<file path="src/hdl/cdc_pkg.sv">
package cdc_pkg;

  // ****************************************
  // register offsets
  // ****************************************
  localparam logic [2:0] OFS_CTRL   = 3'h0;
  localparam logic [2:0] OFS_MUX    = 3'h2;
  localparam logic [2:0] OFS_INTEN  = 3'h6;
  localparam logic [2:0] OFS_STATUS = 3'h7;

  // ****************************************
  // field positions
  // ****************************************
  localparam int CTRL_ENABLE_BIT = 0;
  localparam int CTRL_HYS_LSB    = 1;
  localparam int CTRL_LP_BIT     = 3;
  localparam int CTRL_EDGE_LSB   = 4;
  localparam int CTRL_PAD_BIT    = 6;
  localparam int CTRL_RUNSB_BIT  = 7;
  localparam int MUX_NEG_LSB     = 0;
  localparam int MUX_INV_BIT     = 7;
  localparam int INTEN_BIT       = 0;
  localparam int STAT_FLAG_BIT   = 0;
  localparam int STAT_STATE_BIT  = 4;

  // ****************************************
  // reset values and masks
  // ****************************************
  localparam logic [7:0] CTRL_RST  = 8'h00;
  localparam logic [7:0] MUX_RST   = 8'h00;
  localparam logic [7:0] MUX_MASK  = 8'h83;
  localparam logic [7:0] INTEN_RST = 8'h00;
  localparam int         SYNC_STAGES = 3;

  // ****************************************
  // encodings
  // ****************************************
  localparam logic [1:0] EDGE_EITHER  = 2'h0;
  localparam logic [1:0] EDGE_FALLING = 2'h2;
  localparam logic [1:0] EDGE_RISING  = 2'h3;
  localparam logic [1:0] NEG_PIN      = 2'h0;
  localparam logic [1:0] NEG_VREF     = 2'h2;
  localparam logic [1:0] NEG_CONV     = 2'h3;
  localparam logic [7:0] VECTOR_OFS   = 8'h00;

  typedef enum logic [2:0] {
    CDC_ACTIVE  = 3'b001,
    CDC_STANDBY = 3'b010,
    CDC_PDOWN   = 3'b100
  } cdc_sleep_e;

  // control lines toward the analog front end
  typedef struct packed {
    logic       enable;
    logic [1:0] hysteresis_select;
    logic       low_power_select;
    logic [1:0] negative_input_select;
  } cdc_afe_s;

endpackage

</file>
<file path="src/hdl/cdc_comparator_ctrl.sv">
// The strobed register port was left to the implementer.
module cdc_comparator_ctrl (
  // clock and reset
  input  wire logic              clk,
  input  wire logic              rst_b,
  // register port
  input  wire logic [2:0]        addr,
  input  wire logic [7:0]        wdata,
  input  wire logic              wr,
  input  wire logic              rd,
  output logic      [7:0]        rdata,
  // sleep state from the power manager
  input  wire logic              sleep_idle,
  input  wire logic              sleep_standby,
  input  wire logic              sleep_pdown,
  input  wire logic              clk_per_requested,
  // analog front end
  input  wire logic              afe_result,
  output cdc_pkg::cdc_afe_s      afe_ctrl,
  // event and pad
  output logic                   event_out,
  output logic                   pad_out,
  output logic                   pad_oe,
  // interrupt
  output logic                   irq,
  output logic      [7:0]        irq_vector
);

  // ****************************************
  // registers
  // ****************************************
  logic [7:0]                ctrl_r;
  logic [7:0]                mux_r;
  logic                      inten_r;
  logic                      flag_r;
  logic [7:0]                rdata_r;
  logic [cdc_pkg::SYNC_STAGES-1:0] sync_r;
  // agreed result, held while the last two stages differ
  logic                      held_r;
  logic                      prev_r;
  logic                      state_r;
  cdc_pkg::cdc_sleep_e       sleep_r;
  cdc_pkg::cdc_sleep_e       sleep_nxt;

  // ****************************************
  // field decode
  // ****************************************
  wire       en_bit     = ctrl_r[cdc_pkg::CTRL_ENABLE_BIT];
  wire [1:0] hys_sel    = ctrl_r[cdc_pkg::CTRL_HYS_LSB +: 2];
  wire       lp_sel     = ctrl_r[cdc_pkg::CTRL_LP_BIT];
  wire [1:0] edge_sel   = ctrl_r[cdc_pkg::CTRL_EDGE_LSB +: 2];
  wire       pad_en     = ctrl_r[cdc_pkg::CTRL_PAD_BIT];
  wire       run_sb     = ctrl_r[cdc_pkg::CTRL_RUNSB_BIT];
  wire [1:0] neg_sel    = mux_r[cdc_pkg::MUX_NEG_LSB +: 2];
  wire       invert     = mux_r[cdc_pkg::MUX_INV_BIT];
  // hysteresis and low power pass straight through to the front end

  // edge modes spelled out once so the hit logic reads plainly
  wire       mode_either  = (edge_sel == cdc_pkg::EDGE_EITHER);
  wire       mode_falling = (edge_sel == cdc_pkg::EDGE_FALLING);
  wire       mode_rising  = (edge_sel == cdc_pkg::EDGE_RISING);
  // code 1 matches none of these, so it raises no flag at all

  // ****************************************
  // sleep state
  // ****************************************
  // idle and debug leave the block as in active mode
  // pdown outranks standby when the power manager shows both;
  // idle needs no decode of its own
  always_comb
  begin
    unique case ({sleep_pdown, sleep_standby})
      2'b00: sleep_nxt = cdc_pkg::CDC_ACTIVE;
      2'b01: sleep_nxt = cdc_pkg::CDC_STANDBY;
      2'b10: sleep_nxt = cdc_pkg::CDC_PDOWN;
      2'b11: sleep_nxt = cdc_pkg::CDC_PDOWN;
    endcase
  end

  wire in_pdown   = (sleep_r == cdc_pkg::CDC_PDOWN);
  wire in_standby = (sleep_r == cdc_pkg::CDC_STANDBY);
  // in standby without run-in-standby the whole comparator halts;
  // with it, the front end and event keep going and only status
  // waits for someone to hold the peripheral clock
  // debug halt has no input here: the block simply keeps running

  // comparator runs unless powered down or halted in standby
  wire cmp_run    = en_bit && !in_pdown && (!in_standby || run_sb);
  // status only updates when the peripheral clock is really there
  wire stat_run   = cmp_run && (!in_standby || clk_per_requested);

  // ****************************************
  // result path
  // ****************************************
  wire neg_legal  = (neg_sel == cdc_pkg::NEG_PIN) || (neg_sel == cdc_pkg::NEG_VREF)
                    || (neg_sel == cdc_pkg::NEG_CONV);
  // a change counts only once the last two stages agree; until then
  // the held value stands, so a late settle cannot fake an edge
  wire sync_mid   = sync_r[cdc_pkg::SYNC_STAGES-2];
  wire sync_last  = sync_r[cdc_pkg::SYNC_STAGES-1];
  wire sync_agree = (sync_mid == sync_last);
  wire sync_q     = sync_agree ? sync_last : held_r;
  wire res_fix    = sync_q ^ invert;

  // a reserved negative code leaves the front end off, so nothing
  // it shows may reach the event or the pad
  wire run_ok     = cmp_run && neg_legal;

  // ****************************************
  // edge detection
  // ****************************************
  wire rise       = res_fix && !prev_r;
  wire fall       = !res_fix && prev_r;
  wire hit_either = mode_either && (rise || fall);
  wire hit_fall   = mode_falling && fall;
  wire hit_rise   = mode_rising && rise;
  wire edge_hit   = hit_either || hit_fall || hit_rise;
  // limitation: an edge seen while status is frozen is lost for good
  wire edge_take  = edge_hit && stat_run;

  // ****************************************
  // register port decode
  // ****************************************
  // writes to the gaps between registers fall through every decode
  // and are dropped; in the status word only the flag is writable
  wire wr_ctrl    = wr && (addr == cdc_pkg::OFS_CTRL);
  wire wr_mux     = wr && (addr == cdc_pkg::OFS_MUX);
  wire wr_inten   = wr && (addr == cdc_pkg::OFS_INTEN);
  wire clr_flag   = wr && (addr == cdc_pkg::OFS_STATUS)
                    && wdata[cdc_pkg::STAT_FLAG_BIT];
  wire flag_nxt   = edge_take || (flag_r && !clr_flag);


  // status word: state in bit four, flag in bit zero
  wire [7:0] stat_word = {3'h0, state_r, 3'h0, flag_r};
  // unmapped offsets read as zero
  wire [7:0] rd_ctrl   = (addr == cdc_pkg::OFS_CTRL)   ? ctrl_r : 8'h00;
  wire [7:0] rd_mux    = (addr == cdc_pkg::OFS_MUX)    ? mux_r : 8'h00;
  wire [7:0] rd_inten  = (addr == cdc_pkg::OFS_INTEN)  ? {7'h00, inten_r} : 8'h00;
  wire [7:0] rd_stat   = (addr == cdc_pkg::OFS_STATUS) ? stat_word : 8'h00;
  wire [7:0] rd_word   = rd_ctrl | rd_mux | rd_inten | rd_stat;

  // ****************************************
  // synchroniser
  // ****************************************
  // front-end result is asynchronous to clk; stage count fixed by
  // the lag the state bit must show
  always_ff @(posedge clk)
  begin
    if (!rst_b)
      sync_r <= '0;
    else
      sync_r <= {sync_r[cdc_pkg::SYNC_STAGES-2:0], afe_result};
  end

  // holds the last agreed value while the stages disagree;
  // resets to the idle level of the result so no edge follows reset
  always_ff @(posedge clk)
  begin
    if (!rst_b)
      held_r <= 1'b0;
    else
      held_r <= sync_q;
  end

  // ****************************************
  // edge history and state bit
  // ****************************************
  // prev tracks even when frozen, so no stale edge shows on wake
  always_ff @(posedge clk)
  begin
    if (!rst_b)
      prev_r <= 1'b0;
    else
      prev_r <= res_fix;
  end

  // state freezes while status is not being updated
  always_ff @(posedge clk)
  begin
    if (!rst_b)
      state_r <= 1'b0;
    else if (stat_run)
      state_r <= res_fix;
  end

  // ****************************************
  // software registers
  // ****************************************
  always_ff @(posedge clk)
  begin
    if (!rst_b)
      ctrl_r <= cdc_pkg::CTRL_RST;
    else if (wr_ctrl)
      ctrl_r <= wdata;
  end

  // gap bits are never stored, so they always read zero;
  // invert applies to every consumer downstream
  always_ff @(posedge clk)
  begin
    if (!rst_b)
      mux_r <= cdc_pkg::MUX_RST;
    else if (wr_mux)
      mux_r <= wdata & cdc_pkg::MUX_MASK;
  end

  // one bit, the rest of the word is ignored
  always_ff @(posedge clk)
  begin
    if (!rst_b)
      inten_r <= cdc_pkg::INTEN_RST[0];
    else if (wr_inten)
      inten_r <= wdata[cdc_pkg::INTEN_BIT];
  end

  // an edge in the same cycle as a clear wins, so none is lost;
  // clear only ever comes from a one written to bit zero
  always_ff @(posedge clk)
  begin
    if (!rst_b)
      flag_r <= 1'b0;
    else
      flag_r <= flag_nxt;
  end

  // sleep inputs act one cycle after they change
  always_ff @(posedge clk)
  begin
    if (!rst_b)
      sleep_r <= cdc_pkg::CDC_ACTIVE;
    else
      sleep_r <= sleep_nxt;
  end

  // ****************************************
  // read port
  // ****************************************
  // data stand one cycle after the strobe and are zero otherwise,
  // so a bus that ors several slaves needs no extra gating
  always_ff @(posedge clk)
  begin
    if (!rst_b)
      rdata_r <= 8'h00;
    else if (rd)
      rdata_r <= rd_word;
    else
      rdata_r <= 8'h00;
  end
  assign rdata = rdata_r;

  // ****************************************
  // outputs
  // ****************************************
  // front-end controls are registered so the analog side sees no glitch;
  // reserved negative code keeps the front end off
  always_ff @(posedge clk)
  begin
    if (!rst_b)
      afe_ctrl <= '0;
    else
    begin
      afe_ctrl.enable                <= run_ok;
      afe_ctrl.hysteresis_select     <= hys_sel;
      afe_ctrl.low_power_select      <= lp_sel;
      afe_ctrl.negative_input_select <= neg_sel;
    end
  end

  // ****************************************
  // event and pad
  // ****************************************
  // the event needs no setup beyond the enable bit
  always_ff @(posedge clk)
  begin
    if (!rst_b)
      event_out <= 1'b0;
    else
      event_out <= run_ok && res_fix;
  end

  always_ff @(posedge clk)
  begin
    if (!rst_b)
      pad_out <= 1'b0;
    else
      pad_out <= run_ok && pad_en && res_fix;
  end

  // pad released in power-down whatever the enable bits say
  always_ff @(posedge clk)
  begin
    if (!rst_b)
      pad_oe <= 1'b0;
    else
      pad_oe <= cmp_run && pad_en;
  end

  // ****************************************
  // interrupt
  // ****************************************
  // built from flag_nxt so the request rises with the flag, not after
  always_ff @(posedge clk)
  begin
    if (!rst_b)
      irq <= 1'b0;
    else
      irq <= inten_r && flag_nxt;
  end

  // one source, so the vector never moves; kept in a flop so every
  // output leaves the block from a register
  always_ff @(posedge clk)
  begin
    if (!rst_b)
      irq_vector <= cdc_pkg::VECTOR_OFS;
    else
      irq_vector <= cdc_pkg::VECTOR_OFS;
  end

endmodule

</file>
<file path="config.mk">
export PLATFORM = sky130hd
export DESIGN_NAME = cdc_comparator_ctrl
export DESIGN_NICKNAME = d
export VERILOG_FILES = /design/src/hdl/cdc_pkg.sv /design/src/hdl/cdc_comparator_ctrl.sv
export SDC_FILE = /design/constraint.sdc
export NUM_CORES = 1
export LEC_CHECK = 0
export BUFFER_PORTS_ARGS = -buffer_cell sky130_fd_sc_hd__buf_2
export CAP_MARGIN = 20
export CORE_MARGIN = 2
export CORE_UTILIZATION = 53
export DETAILED_ROUTE_END_ITERATION = 7
export GPL_ROUTABILITY_DRIVEN = 0
export PLACE_DENSITY_LB_ADDON = 0.12
export SKIP_LAST_GASP = 1
export SLEW_MARGIN = 20
export SYNTH_ARGS = -nofsm -noshare
export SYNTH_HDL_FRONTEND = slang
export SYNTH_SLANG_ARGS = --single-unit
export TNS_END_PERCENT = 5
</file>
<file path="constraint.sdc">
create_clock -name clk -period 2.95 [get_ports clk]
set_input_delay 0.59 -clock clk [delete_from_list [all_inputs] [get_ports clk]]
set_output_delay 0.59 -clock clk [all_outputs]
set_load 0.01 [all_outputs]
</file>
==> flow_summary.yaml, run 1 <==
final_layout:
  area_growth_pct: 14.9
  stdcell_count: 224
  fin_util: 0.633
  fillCellCount: 255
  postLayoutCellArea_sq_um: 1730
  nets: 212
  drive_above_1_share: 0.264
  diodes: 0
sta:
  maxSlewViolCount: 0
  max_freq_ghz: 0.713
  fin_setup_tns_ps: 0
  rsz0062_at_grt: "no"
  setup_ws_ps: 1550
  period_minus_slack_ps: 1400
  finalHoldViolCount: 0
  report.final.setup_viol: 0
  period_share: 0.476
  clock_skew_ps: 5.55
  holdWs_ps: 413
die:
  rows: 19
  start_util: 0.551
  dieHeight_um: 57.3
  die_area_sq_um: 3290
  ioPinCount: 46
  core_area_sq_um: 2730
  die_w_um: 57.3
yosys:
  synth_ff_type: "dfxtp_1"
  synth-edff-count: 0
  ys_ff_latch: 40
  syn-cell-area_sq_um: 1510
  synth_top_area_frac: 0.531
  synthArstFlopShare: 0
  synthTopCellsByArea: "dfxtp_1 (53%), and2_1 (6.6%), nand2_1 (6.0%), mux2i_1 (4.6%), buf_4 (4.0%)"
  synth_top_cell_by_area: "dfxtp_1"
  synthCells: 155
  yosys_warnings: 0
  yosysMostFrequentCell: "dfxtp_1"
  synth_cell_types: 35
  synth_common_cells: "dfxtp_1 (40), nand2_1 (24), and2_1 (16), a21oi_1 (9), nor2_1 (9)"
  ys_seq_area_frac: 0.531
  postSynthAreaPerCell_sq_um: 9.73
outcome:
  status: "completed"
placement:
  placed_cell_area_sq_um: 1670
  hpwl_um: 1890
  dp_cells: 216
  portBuffers: 36
  pre_cts_ws_ps: 1230
clocking:
  htreeDepth: 2
  tritoncts: "yes"
  clkTransAtPathRegs_ps: 110
  root_buffer: "clkbuf_4"
  clock_sinks: 40
  clock_latency_ps: 340
  numCtsBuffers: 5
  clk_path_buf_depth: 2
  cts_resized: 0
  hold_buffers: 0
  postCtsSetupRepairBufs: 0
critical_path:
  r2r_slack_ps: 1550
  worst_setup_path_end_kind: "flop"
  r2r_start: "sync_r[1]$_SDFF_PN0_"
  cp-start-kind: "flop"
  critPathMaxFanout: 4
  reg2reg_depth: 4
  crit_chain: "maj3_2 -> xnor2_4 -> mux2i_1 -> o31ai_1"
  slowest_delay_ps: 360
  reg2reg_to: "flag_r$_SDFF_PN0_"
  worstPathRequired_ps: 3170
  setup.worst_path.class: "flop to flop"
  cpMaxStageDelayCell: "maj3_2"
  crit_arrival_ps: 1630
routing:
  ant_nets: 0
  dr.pass1.iters: 4
  route.detailed.drc: 0
  viasPerCell: 5.00
  wl_um: 2570
  drt_iter0_drc: 13
  wl_per_cell_um: 11.5
  vias: 1120
power:
  p_total_mw: 0.894
  p_leak_nw: 0.770
  ir_drop_mv: 0.436
  powerDensity_nw_per_um2: 516
global_route:
  grt_pass1_vias: 969
  grt_usage: 0.176
  antenna_found_initial: 0
  grt_pass1_wl_um: 4290
  grt_max_degree: 19
  overflow: 0
worst_hold_path:
  hold_path_depth: 2
  whs_endpoint: "sleep_r[1]$_SDFF_PN0_"
  min_from: "sleep_pdown"
  hold_class: "input pin to flop"
job:
  cap_viol_max_count: 0
-- registers in the layout, summed over array words and instances, names as in the netlist --
signal     count
sync_r         3
state_r        1
rdata          8
sleep_r        3
afe_ctrl       6
prev_r         1
flag_r         1
ctrl_r         8
held_r         1
inten_r        1
pad_out        1
event_out      1
mux_r          3
irq            1
pad_oe         1
-- power breakdown --
group | total [mW] | internal [mW] | switching, mW | leakage (nW)
logic | 0.0566 | 0.0219 | 0.0347 | 0.408
registers | 0.555 | 0.549 | 0.00584 | 0.324
clock network | 0.282 | 0.113 | 0.169 | 0.0380
total | 0.894 | 0.684 | 0.209 | 0.770
-- how the worst max path moves through the flow --
stage                                    start                      to  slack [ps]
after floorplan                        addr[2]     rdata[0]$_SDFF_PN0_        1390
final                     sync_r[1]$_SDFF_PN0_       flag_r$_SDFF_PN0_        1550
after global routing      sync_r[1]$_SDFF_PN0_       flag_r$_SDFF_PN0_        1480
after global placement                 addr[1]  ctrl_r[6]$_SDFFE_PN0P_        1270
after CTS                 sync_r[1]$_SDFF_PN0_       flag_r$_SDFF_PN0_        1540
after detailed placement               addr[1]  ctrl_r[3]$_SDFFE_PN0P_        1230
-- cells by family (layout without fill, tap and decap cells) --
family / Yosys count / count (layout) / share of synthesized area
buf+inv: 16 / 47 / 0.0622
simple gates: 67 / 67 / 0.235
flops: 40 / 40 / 0.531
mux: 8 / 8 / 0.0539
fa+ha+maj: 1 / 1 / 0.00747
xor+xnor: 2 / 2 / 0.0241
compound gates: 20 / 20 / 0.0838
other cells: 1 / 8 / 0.00249
-- per-layer routing --
metal | routed length, um | GRT usage
met5 | 0 | 0
met4 | 54 | 0.0897
met3 | 188 | 0.0748
met2 | 1230 | 0.279
met1 | 1100 | 0.202
-- worst max-delay path: cells and delay by family, from the launching register on --
family          cells  cell delay (ps)
compound gates      1              100
fa+ha+maj           1              360
mux                 1              290
xor+xnor            1              210
flops               1              330
-- layout make-up --
type / instances / area (sq um) / share of cell area
Clock inverter: 2 / 10.0 / 0.00578
Multi-Input combinational cell: 106 / 639 / 0.369
Sequential cell: 40 / 801 / 0.462
Tap cell: 31 / 38.8 / 0.0224
Timing Repair Buffer: 36 / 180 / 0.104
Clock buffer: 6 / 51.3 / 0.0296
Inverter: 3 / 11.3 / 0.00650
-- cells in the final DEF (no fill, tap or decap), drive strengths merged, types with 3 or more instances in the layout --
cell    count
mux2i       7
dfxtp      40
a21oi       9
nor2b       5
buf        36
nor2        9
inv         3
o21ai       3
clkbuf      6
conb        8
and2       16
nor4        3
nand2      24
nor3        3
Note: power is estimated with default switching activity, not from simulation.
==> run 2: changes to the inputs <==
--- a/config.mk
+++ b/config.mk
@@ -8,7 +8,7 @@
 export BUFFER_PORTS_ARGS = -buffer_cell sky130_fd_sc_hd__buf_2
 export CAP_MARGIN = 20
 export CORE_MARGIN = 2
-export CORE_UTILIZATION = 53
+export CORE_UTILIZATION = 45
 export DETAILED_ROUTE_END_ITERATION = 7
 export GPL_ROUTABILITY_DRIVEN = 0
 export PLACE_DENSITY_LB_ADDON = 0.12
==> constraint.sdc (replaced) <==
create_clock -name clk -period 1.2 [get_ports clk]
set_input_delay 0.24 -clock clk [delete_from_list [all_inputs] [get_ports clk]]
set_output_delay 0.24 -clock clk [all_outputs]
set_load 0.01 [all_outputs]
==> run 2 against run 1 <==
The run now ends with setup timing left. Hold slack worse by 350 ps. Sequential share of layout area is 3.1 points lower. Sequential power is 150% higher. Combinational power grew to 3.0 times the previous value. Wire length is 9.7% higher. Register-to-register slack worse by 1700 ps. Critical path depth stayed put. Maximum frequency is 1.5% higher. Final cell count is 13% higher. Final area is 7.2% higher. Setup slack worse by 1700 ps. Largest power group unchanged.
==> flow_summary.yaml, run 2 (synthesized netlist as in run 1, its figures left out) <==
outcome:
  status: "complete, but fails checks"
  violations: "setup timing"
critical_path:
  cpLargestDelayFamily: "adder cells"
  cp-start-kind: "flop"
  crit_chain: "maj3_2 -> xnor2_4 -> mux2i_2 -> o31ai_1"
  crit_buf_inv: 0
  slowest_delay_ps: 360
  crit_arrival_ps: 1610
  crit_start: "sync_r[1]$_SDFF_PN0_"
  setup.worst_path.class: "flop to flop"
  cpMaxStageDelayCell: "maj3_2"
  worst_setup_path_end_kind: "flop"
  reg2reg_to: "flag_r$_SDFF_PN0_"
  r2r_slack_ps: -180
  worstPathRequired_ps: 1430
  r2r_start: "sync_r[1]$_SDFF_PN0_"
  reg2reg_depth: 4
  critPathMaxFanout: 4
global_route:
  grt_pass1_wl_um: 4340
  grt_usage: 0.165
  grt_pass1_vias: 985
  grt_max_degree: 13
  antenna_found_initial: 0
  overflow: 0
final_layout:
  drive_above_1_share: 0.319
  postLayoutCellArea_sq_um: 1860
  stdcell_count: 253
  area_growth_pct: 23.1
  fillCellCount: 315
  final_common_cell: "dfxtp_1"
  nets: 227
  diodes: 0
  fin_util: 0.565
  most-common-layout-cells: "dfxtp_1 (40), buf_2 (36), nand2_1 (24), and2_1 (16), buf_4 (15)"
clocking:
  clock_latency_ps: 340
  numCtsBuffers: 5
  clock_sinks: 40
  htreeDepth: 2
  tritoncts: "yes"
  clk_path_buf_depth: 2
  clkTransAtPathRegs_ps: 110
  root_buffer: "clkbuf_4"
sta:
  clock_skew_ps: 8.45
  period_minus_slack_ps: 1380
  max_freq_ghz: 0.724
  holdWs_ps: 63.5
  period_share: 1.15
  report.final.setup_viol: 7
  setup_ws_ps: -182
  rsz0062_at_grt: "yes"
  maxSlewViolCount: 0
  finalHoldViolCount: 0
die:
  core_area_sq_um: 3280
  dieHeight_um: 61.9
  die_w_um: 61.9
  ioPinCount: 46
  die_area_sq_um: 3830
  rows: 21
  start_util: 0.459
job:
  cap_viol_max_count: 0
routing:
  ant_nets: 0
  wl_um: 2820
  viasPerCell: 4.56
  drt_iter0_drc: 42
  wl_per_cell_um: 11.2
  route.detailed.drc: 0
  dr.pass1.iters: 5
  vias: 1154
worst_hold_path:
  hold_path_depth: 2
  min_from: "sleep_pdown"
  hold_class: "input pin to flop"
  whs_endpoint: "sleep_r[1]$_SDFF_PN0_"
power:
  ir_drop_mv: 0.716
  powerDensity_nw_per_um2: 1170
  p_leak_nw: 0.830
  p_total_mw: 2.17
placement:
  portBuffers: 36
  dp_cells: 246
  hpwl_um: 2180
  placed_cell_area_sq_um: 1800
run 2: cell count changes in the layout (fill, tap and decap cells not counted), sizes merged:
cell / before / now
clkinv: 2 / 1
clkinvlp: 0 / 1
clkbuf: 6 / 5
buf: 36 / 51
run 2: what timing repair did:
action | CTS | global route
buffers inserted | 0 | 0
endpoints found under the hold margin | 0 | 0
gates resized for setup | 1 | 0
endpoints found under the setup margin | 7 | 8
hold buffers | 0 | 0
pin swaps | 0 | 0
run 2: worst max-delay path by stage:
stage                     cells after the start  slack, ps                 to
final                                         4       -180  flag_r$_SDFF_PN0_
after global routing                          4       -260  flag_r$_SDFF_PN0_
after CTS                                     4       -200     irq$_SDFF_PN0_
after detailed placement                      4       -200     irq$_SDFF_PN0_
after global placement                        4       -170     irq$_SDFF_PN0_
after floorplan                               4       -100     irq$_SDFF_PN0_
run 2: final cells by class:
cell class                      count  area [sq um]  share of cell area
Multi-Input combinational cell    106           643               0.347
Sequential cell                    40           801               0.432
Timing Repair Buffer               51           293               0.158
Inverter                            3          11.3             0.00607
Clock buffer                        5          37.5              0.0202
Tap cell                           46          57.6              0.0310
Clock inverter                      2          12.5             0.00674
run 2: metrics by stage:
step / setup TNS (ps) / setup WS (ps)
after floorplan: -267 / -102
after global placement: -599 / -169
after detailed placement: -817 / -202
after CTS: -746 / -197
after global routing: -1250 / -256
final: -671 / -182
run 2: per-layer routing:
| layer | routed length, um | up-vias | GRT usage | share of wire |
|---|---|---|---|---|
| li1 | - | 600 | - | - |
| met3 | 194 | 6 | 0.0828 | 0.069 |
| met2 | 1360 | 35 | 0.257 | 0.48 |
| met1 | 1230 | 513 | 0.194 | 0.43 |
| met5 | 0 | - | 0 | 0 |
| met4 | 46 | 0 | 0.0638 | 0.016 |
run 2: power by group:
| part | internal [mW] | switching, mW |
|---|---|---|
| Clock | 0.214 | 0.420 |
| Sequential | 1.35 | 0.0141 |
| Combinational | 0.0793 | 0.0915 |
| Total | 1.64 | 0.525 |
